$ cat config.mk
export PLATFORM = sky130hd
export DESIGN_NAME = swdt_core
export DESIGN_NICKNAME = d
export VERILOG_FILES = /design/src/common/swdt_pkg.sv /design/src/core/swdt_core.sv
export SDC_FILE = /design/constraint.sdc
export NUM_CORES = 1
export LEC_CHECK = 0
export ABC_CLOCK_PERIOD_IN_PS = 5320
export BUFFER_PORTS_ARGS = -buffer_cell sky130_fd_sc_hd__buf_4
export CORE_MARGIN = 4
export CORE_UTILIZATION = 60
export CTS_BUF_LIST = sky130_fd_sc_hd__clkbuf_4 sky130_fd_sc_hd__clkbuf_8
export DETAILED_ROUTE_END_ITERATION = 16
export PLACE_DENSITY = 0.84
export REMOVE_ABC_BUFFERS = 1
export SLEW_MARGIN = 20
export SYNTH_ARGS = -nofsm -noshare
export SYNTH_HDL_FRONTEND = slang
export SYNTH_SLANG_ARGS = --single-unit
export TNS_END_PERCENT = 100
$ cat constraint.sdc
create_clock -name clk -period 5.32 [get_ports clk]
set_input_delay 0.266 -clock clk [delete_from_list [all_inputs] [get_ports clk]]
set_output_delay 0.266 -clock clk [all_outputs]
set_load 0.02 [all_outputs]
$ cat src/common/swdt_pkg.sv
// Package for the system watchdog timer: register map, fields, reset values, timing
package swdt_pkg;
  // Register offsets (byte addresses)
  localparam logic [7:0] CTRL_OFS    = 8'h00;
  localparam logic [7:0] CONFIG_OFS  = 8'h04;
  localparam logic [7:0] STATUS_OFS  = 8'h08;
  localparam logic [7:0] COUNT_OFS   = 8'h0c;
  localparam logic [7:0] IRQ_STS_OFS = 8'h10;
  localparam logic [7:0] IRQ_MSK_OFS = 8'h14;
  // Command bits in the control register (write-only strobes)
  localparam int CMD_INIT_BIT  = 0;
  localparam int CMD_CFG_BIT   = 1;
  localparam int CMD_ARM_BIT   = 2;
  localparam int CMD_KICK_BIT  = 3;
  localparam int CMD_HALT_BIT  = 4;
  // Configuration fields
  localparam int CFG_TICK_LSB  = 0;
  localparam int CFG_UNIT_BIT  = 8;
  // Status fields
  localparam int ST_OK_BIT     = 0;
  localparam int ST_FAIL_BIT   = 1;
  localparam int ST_INIT_BIT   = 2;
  localparam int ST_ARMED_BIT  = 3;
  // Interrupt status bits
  localparam int IRQ_OK_BIT    = 0;
  localparam int IRQ_FAIL_BIT  = 1;
  localparam int IRQ_EXP_BIT   = 2;
  localparam int IRQ_W         = 3;
  // Reset values
  localparam logic [7:0] TICK_RST  = 8'h01;
  localparam logic       UNIT_RST  = 1'b0;
  localparam logic [2:0] MSK_RST   = 3'h0;
  // Timing
  localparam int CLK_HZ        = 25000000;
  localparam int SEC_NS        = 1000000000;
  localparam int CLK_NS        = 40;
  localparam int SEC_CYCLES    = SEC_NS / CLK_NS;
  localparam int MIN_SECONDS   = 60;
  localparam int RST_PULSE_NS  = 1000;
  localparam int RST_CYCLES    = RST_PULSE_NS / CLK_NS;
  // Controller states
  typedef enum logic [2:0] {
    SWDT_IDLE  = 3'b001,
    SWDT_ARMED = 3'b010,
    SWDT_FIRE  = 3'b100
  } swdt_state_t;
endpackage

$ cat src/core/swdt_core.sv
// System watchdog timer core: command port, countdown, system reset, interrupts
// Summary of operation
// - Expiry of the armed counter drives a system reset pulse.
// - Timeout ticks are eight bits, 1 to 255; zero is refused.
// - Unit selector 0 gives one-second ticks.
// - Unit selector 1 gives one-minute ticks.
// - Counting starts only after the arm command; idle before it.
// - Kick reloads the full programmed timeout and restarts counting.
// - Halt stops the counter; no expiry until armed again.
// - Each command reports success or failure to the host.
module swdt_core #(
  parameter int SEC_CYC = swdt_pkg::SEC_CYCLES,
  parameter int MIN_SEC = swdt_pkg::MIN_SECONDS
) (
  // Clock and reset
  input  wire logic        clk,
  input  wire logic        rst_n,
  // Register port
  input  wire logic [7:0]  regAddr,
  input  wire logic [31:0] regWdata,
  input  wire logic        regWr,
  input  wire logic        regRd,
  output logic      [31:0] regRdata,
  // System side
  output logic             sysReset,
  output logic             irq
);
  localparam int PW = $clog2(SEC_CYC + 1);

  swdt_pkg::swdt_state_t stateReg, stateNext;
  logic [7:0]   tickReg, tickNext, pendTickReg, pendTickNext;
  logic         unitReg, unitNext, pendUnitReg, pendUnitNext;
  logic         initReg, initNext;
  logic [7:0]   cntReg, cntNext;
  logic [5:0]   minReg, minNext;
  logic [PW-1:0] preReg, preNext;
  logic [4:0]   pulseReg, pulseNext;
  logic         okReg, okNext, failReg, failNext;
  logic [2:0]   stsReg, stsNext, mskReg, mskNext;
  logic [31:0]  rdataNext;
  logic         sysResetNext, irqNext;

  // Decodes one command bit of a control write
  function automatic logic cmdHit(input logic wr, input logic [7:0] a,
                                  input logic [31:0] d, input int bitN);
    cmdHit = wr && (a == swdt_pkg::CTRL_OFS) && d[bitN];
  endfunction

  logic cInit, cCfg, cArm, cKick, cHalt, tickEnd, expire;
  assign cInit = cmdHit(regWr, regAddr, regWdata, swdt_pkg::CMD_INIT_BIT);
  assign cCfg  = cmdHit(regWr, regAddr, regWdata, swdt_pkg::CMD_CFG_BIT);
  assign cArm  = cmdHit(regWr, regAddr, regWdata, swdt_pkg::CMD_ARM_BIT);
  assign cKick = cmdHit(regWr, regAddr, regWdata, swdt_pkg::CMD_KICK_BIT);
  assign cHalt = cmdHit(regWr, regAddr, regWdata, swdt_pkg::CMD_HALT_BIT);
  // A tick ends on the last prescaler cycle, and in minute mode on the 60th second
  assign tickEnd = (preReg == PW'(SEC_CYC - 1)) &&
                   (!unitReg || minReg == 6'(MIN_SEC - 1));
  // A halt, arm or kick taken in the last cycle wins over expiry; an initialize or
  // configure in the same write outranks those commands, so expiry then goes ahead
  assign expire  = (stateReg == swdt_pkg::SWDT_ARMED) && tickEnd && (cntReg == 8'h01)
                   && (cInit || cCfg || !(cKick || cHalt || cArm));

  // Next state of controller, counter and command results
  always_comb begin
    stateNext    = stateReg;
    tickNext     = tickReg;
    unitNext     = unitReg;
    pendTickNext = pendTickReg;
    pendUnitNext = pendUnitReg;
    initNext     = initReg;
    cntNext      = cntReg;
    minNext      = minReg;
    preNext      = preReg;
    pulseNext    = pulseReg;
    okNext       = 1'b0;
    failNext     = 1'b0;
    sysResetNext = 1'b0;
    // Shadow copy of the requested timeout, committed by the configure command
    if (regWr && regAddr == swdt_pkg::CONFIG_OFS) begin
      pendTickNext = regWdata[swdt_pkg::CFG_TICK_LSB +: 8];
      pendUnitNext = regWdata[swdt_pkg::CFG_UNIT_BIT];
    end
    unique case (stateReg)
      swdt_pkg::SWDT_IDLE: begin
        preNext = '0;
        minNext = '0;
      end
      swdt_pkg::SWDT_ARMED: begin
        if (preReg == PW'(SEC_CYC - 1)) begin
          preNext = '0;
          if (unitReg) minNext = (minReg == 6'(MIN_SEC - 1)) ? 6'h00 : minReg + 6'h01;
        end else begin
          preNext = preReg + PW'(1);
        end
        if (tickEnd) cntNext = cntReg - 8'h01;
        if (expire) begin
          stateNext = swdt_pkg::SWDT_FIRE;
          pulseNext = 5'(swdt_pkg::RST_CYCLES);
        end
      end
      swdt_pkg::SWDT_FIRE: begin
        sysResetNext = 1'b1;
        pulseNext    = pulseReg - 5'h01;
        // back to idle with reset configuration
        if (pulseReg == 5'h01) begin
          stateNext = swdt_pkg::SWDT_IDLE;
          tickNext  = swdt_pkg::TICK_RST;
          unitNext  = swdt_pkg::UNIT_RST;
          initNext  = 1'b0;
          cntNext   = swdt_pkg::TICK_RST;
        end
      end
    endcase
    // command results; all refused during the reset pulse
    if (stateReg != swdt_pkg::SWDT_FIRE) begin
      if (cInit) begin
        initNext = 1'b1;
        okNext   = 1'b1;
      end else if (cCfg) begin
        if (initReg && pendTickReg != 8'h00) begin
          tickNext = pendTickReg;
          unitNext = pendUnitReg;
          okNext   = 1'b1;
        end else failNext = 1'b1;
      end else if (cHalt) begin
        if (initReg) begin
          stateNext = swdt_pkg::SWDT_IDLE;
          okNext    = 1'b1;
        end else failNext = 1'b1;
      end else if (cArm) begin
        if (initReg) begin
          stateNext = swdt_pkg::SWDT_ARMED;
          cntNext   = tickReg;
          preNext   = '0;
          minNext   = '0;
          okNext    = 1'b1;
        end else failNext = 1'b1;
      end else if (cKick) begin
        if (initReg && stateReg == swdt_pkg::SWDT_ARMED) begin
          cntNext = tickReg;
          preNext = '0;
          minNext = '0;
          okNext  = 1'b1;
        end else failNext = 1'b1;
      end
    end else if (cInit || cCfg || cArm || cKick || cHalt) begin
      failNext = 1'b1;
    end
  end

  // Controller registers
  always_ff @(posedge clk or negedge rst_n) begin
    if (!rst_n) begin
      stateReg    <= swdt_pkg::SWDT_IDLE;
      tickReg     <= swdt_pkg::TICK_RST;
      unitReg     <= swdt_pkg::UNIT_RST;
      pendTickReg <= swdt_pkg::TICK_RST;
      pendUnitReg <= swdt_pkg::UNIT_RST;
      initReg     <= 1'b0;
      cntReg      <= swdt_pkg::TICK_RST;
      minReg      <= '0;
      preReg      <= '0;
      pulseReg    <= '0;
      okReg       <= 1'b0;
      failReg     <= 1'b0;
      sysReset    <= 1'b0;
    end else begin
      stateReg    <= stateNext;
      tickReg     <= tickNext;
      unitReg     <= unitNext;
      pendTickReg <= pendTickNext;
      pendUnitReg <= pendUnitNext;
      initReg     <= initNext;
      cntReg      <= cntNext;
      minReg      <= minNext;
      preReg      <= preNext;
      pulseReg    <= pulseNext;
      okReg       <= okNext;
      failReg     <= failNext;
      sysReset    <= sysResetNext;
    end
  end

  // Interrupts and read data; a new event wins over a write-one clear
  always_comb begin
    stsNext = stsReg;
    mskNext = mskReg;
    if (regWr && regAddr == swdt_pkg::IRQ_STS_OFS) stsNext = stsReg & ~regWdata[2:0];
    if (regWr && regAddr == swdt_pkg::IRQ_MSK_OFS) mskNext = regWdata[2:0];
    stsNext = stsNext | {expire, failNext, okNext};
    irqNext = |(stsNext & mskNext);
    rdataNext = 32'h0000_0000;
    if (regRd) begin
      unique case (regAddr)
        swdt_pkg::CONFIG_OFS:  rdataNext = {23'h0, unitReg, tickReg};
        swdt_pkg::STATUS_OFS:  rdataNext = {28'h0, stateReg == swdt_pkg::SWDT_ARMED,
                                            initReg, failReg, okReg};
        swdt_pkg::COUNT_OFS:   rdataNext = {24'h0, cntReg};
        swdt_pkg::IRQ_STS_OFS: rdataNext = {29'h0, stsReg};
        swdt_pkg::IRQ_MSK_OFS: rdataNext = {29'h0, mskReg};
        default:               rdataNext = 32'h0000_0000;
      endcase
    end
  end

  // Interrupt and read registers
  always_ff @(posedge clk or negedge rst_n) begin
    if (!rst_n) begin
      stsReg   <= '0;
      mskReg   <= swdt_pkg::MSK_RST;
      irq      <= 1'b0;
      regRdata <= '0;
    end else begin
      stsReg   <= stsNext;
      mskReg   <= mskNext;
      irq      <= irqNext;
      regRdata <= rdataNext;
    end
  end
endmodule

==> impl_summary.md <==
STA
The achievable frequency is 0.368 GHz. For the finished layout, the period the worst path requires is 2.72 ns. The final clock period utilization by the worst path is 51.1%.

The final hold violation count is 81. Setup violations remaining at the end of the flow were counted as 0. The final count of pins violating max slew is 0. The worst-margin pin slew is 0.826 ns. Setup repair after global routing left no endpoint under its margin. The tightest hold path in the finished design has a slack of -0.0636 ns. The setup skew after layout is 0.00945 ns.

In this run the tightest slew margin relative to its limit is 44.8%. The setup TNS after final layout is 0 ns.

Drt
The post-detailed-route count of antenna-violating nets is 0. The final route contains 4141 vias. After detailed routing, the number of remaining DRC violations is 0. The total detailed-routing wirelength is 11.1 mm. The first routing iteration left 260 violations.

In the final routed layout, each cell accounts on average for 17.0 um. The first detailed-routing pass took 5 iterations. Dividing the detail-routed via count by the number of cells gives 6.30.

Critical path
Traced cell by cell, the critical path runs through ha_1 > nand3_1 > nor4b_1 > nand3_1 > nor2_1 > a31oi_1 > a311oi_1. The launch point of the worst reg-to-reg path is preReg[0]. At the worst endpoint, the required time is 5.58 ns. The critical path is of the register to register type. The sort of element at the end of the critical path is a register. The type of element launching the critical path is a register.

The most prevalent standard cell on the critical path is nand3_1. The slowest stage cell on the critical path is nor4b_1. The destination of the worst register-to-register timing path is preReg[20]. The worst register-to-register path has a setup slack of approximately 2.6 ns.

STA puts the critical path data arrival time at 2.98 ns. The maximum fanout encountered on the critical timing path is 7. Counting cells, the worst reg-to-reg path comes to 7.

The stage delay of the slowest cell on the critical path is 0.78 ns.

Power and ir drop
Power spread over the standard cell area amounts to 359 nW/um^2. The worst-case IR drop observed on VDD is between 0.2 and 0.25 mV. In this run the static leakage power is 2.27 nW. Overall power consumption after layout is estimated at 1.89 mW.

Global route
The maximum number of pins on one net before global-route repair is 86. The global route total overflow is 0. The initial antenna violation count is 0. The first global-routing pass estimated between 15 and 20 mm of wire. The via count of the first global-routing pass is 4006. The total routing resource utilization after global routing is 23.2%.

Placement
The estimated wirelength of the detail-placed design is roughly 7.8 mm. The placer's final routability congestion estimate is 0.850. In this run the tool buffered the top-level ports with 31 buffer cells.

Synthesis
After synthesis, the share of flip-flops with an asynchronous set or reset is 100%. The share of synthesized area in the top cell type comes to roughly 42%. Counting flops with a built-in enable in the synthesized netlist gives 0.

The most common flop cell mapped by yosys is dfrtp_1. For this run, the number of Yosys warnings is 0. Each instance of the synthesized netlist takes up on average 9.18 um^2. The sequential element share of the synthesized area is 43.7%. Sorting the synthesized cells by area gives the leading types as dfrtp_1, nand2_1, mux2_2. The cell area that synthesis handed to floorplanning was 4870 um^2. Counting flops and latches in the post-synthesis netlist gives 85. The post-synthesis cell type count is 62. The leading area contributor after synthesis is dfrtp_1. The synthesized instance count is about 530.

Floorplan
The die covers 9630 um^2. The height of the die is roughly 98 um. The number of core rows is 32. 78 I/O pins were placed. The initial cell density of the core is 62.4%. The placeable core region is 7810 um^2. The width of the die is 98.1 um.

Outcome
The checks that failed: negative hold slack. The flow ran to the end, but the final reports show violations.

Clock network
The post-CTS setup-driven buffer insertion count is 0. The clock tree root buffer cell is clkbuf_8. The number of clock sinks is 85. After clock tree synthesis, the repair step resized 0 gates. The clock passes through at most 2 buffers. The H-tree was split into 3 levels. In this run, CTS created clock tree buffers numbering 9.

Clock-pin slew was measured on the worst setup and hold paths at approximately 0.090 ns. The clock reaches the later pin of the worst-skew pair after 0.36 ns. The number of hold buffers added after CTS is 0.

The CTS tree is built.

Layout
The number of antenna diodes in the final layout is 0. The share of layout cells above drive strength 1 is 17.3%. The synthesis-to-layout area growth is 8.09%. For this run, the post-layout net count is around 600.

Hold path
The tightest min-delay check is of the input pin to asynchronous set/reset pin type.

Run
The count of maximum capacitance violations is 0.
-- cells by family (layout without fill, tap and decap cells) --
logic type / after synthesis / after routing / synth area share, %
other: 1 / 23 / 0.0769
adders and majority gates: 6 / 6 / 1.54
xor gates and xnor gates: 2 / 2 / 0.360
and+or+nand+nor: 229 / 229 / 26.5
DFF: 85 / 85 / 43.7
buffers and inverters: 60 / 62 / 6.75
AOI/OAI and AO/OA: 127 / 127 / 16.2
muxes: 21 / 21 / 4.75
-- placed cells by master (no fill, tap or decap), types with 3 or more instances in the layout --
cell | Yosys | routed
or2_2 | 3 | 3
dfstp_2 | 4 | 4
or4_1 | 4 | 4
nor3_1 | 22 | 21
nand3_1 | 24 | 24
inv_1 | 13 | 13
clkbuf_8 | 0 | 9
conb_1 | 1 | 23
o211a_1 | 3 | 3
nor2_1 | 42 | 42
nand4_1 | 5 | 5
a311oi_1 | 3 | 3
o211ai_1 | 8 | 8
mux2_2 | 17 | 17
nand2b_1 | 3 | 3
o21ai_0 | 33 | 33
a31oi_1 | 13 | 13
nor4b_1 | 5 | 5
o21a_1 | 5 | 5
a22oi_1 | 8 | 8
buf_4 | 24 | 33
a211oi_1 | 5 | 5
nor4_4 | 2 | 3
nand2_1 | 57 | 57
nor3b_1 | 4 | 4
nor3_2 | 2 | 3
nand4b_1 | 7 | 7
dfrtp_1 | 81 | 81
a21oi_1 | 36 | 36
nor4_1 | 11 | 11
and3_1 | 6 | 6
ha_1 | 6 | 6
mux2i_1 | 4 | 4
or3_1 | 7 | 7
and4_1 | 6 | 6
-- state kept, by name, summed over array words and instances (netlist names) --
signal	count
initReg	1
mskReg	3
irq	1
tickReg	8
stsReg	3
stateReg	3
pendUnitReg	1
pulseReg	5
okReg	1
cntReg	8
unitReg	1
sysReset	1
minReg	6
regRdata	9
failReg	1
preReg	25
pendTickReg	8
-- worst max path at each step --
stage,from,depth (start not counted),to,slack [ns]
final,preReg[0],7,preReg[20],2.60
after global routing,preReg[0],7,preReg[20],2.34
after CTS,preReg[0],7,preReg[20],2.65
after detailed placement,regAddr[2],5,unitReg,2.35
after global placement,regAddr[2],5,tickReg[1],2.50
after floorplan,regAddr[1],6,minReg[5],2.10
-- cells in the mapped netlist (all sizes together), types with 8 or more instances --
library cell / n
nand2: 58
inv: 13
mux2: 17
nor4: 14
nor3: 24
o21ai: 33
clkbuf: 15
buf: 32
dfrtp: 81
a22oi: 8
nand3: 24
nor2: 42
o211ai: 8
and3: 9
a31oi: 13
a21oi: 38
-- through the flow --
step / utilization, % / worst slack [ns] / cells / area, um^2
floorplan: - / 2.10 / 506 / 4680
global placement: 64.9 / 2.50 / 642 / 5060
detailed placement: 64.9 / 2.35 / 642 / 5060
CTS: 67.3 / 2.65 / 657 / 5250
global route: 67.5 / 2.34 / 657 / 5270
finish: 67.5 / 2.60 / 657 / 5270
-- per-layer routing --
| layer | GRT usage (%) | vias to the layer above | part of all wire (%) | wire (um) |
|---|---|---|---|---|
| met5 | 0 | - | 0 | 0 |
| met2 | 35.9 | 170 | 46 | 5180 |
| met3 | 5.86 | 16 | 8.0 | 896 |
| li1 | - | 1937 | - | - |
| met1 | 32.0 | 2018 | 44 | 4950 |
| met4 | 7.88 | 0 | 1.1 | 124 |
-- where the power goes --
group / switching, mW / total (mW) / internal [mW]
Combinational: 0.331 / 0.538 / 0.208
Clock: 0.226 / 0.450 / 0.224
Sequential: 0.141 / 0.903 / 0.762
-- worst max-delay path, delay by kind of cell (launching register included) --
kind | cells | cell delay, ns
compound gates | 2 | 0.34
fa+ha+maj | 1 | 0.23
flops | 1 | 0.43
simple gates | 4 | 1.62
-- final cells by class --
type	count	area (um^2)
fill	604	2540
multi-input combinational	408	2510
inverter	13	48.8
clock buffer	11	139
tap	102	128
timing repair buffer	34	259
clock inverter	4	50.0
sequential	85	2130
(Power assumes the default switching activity.)
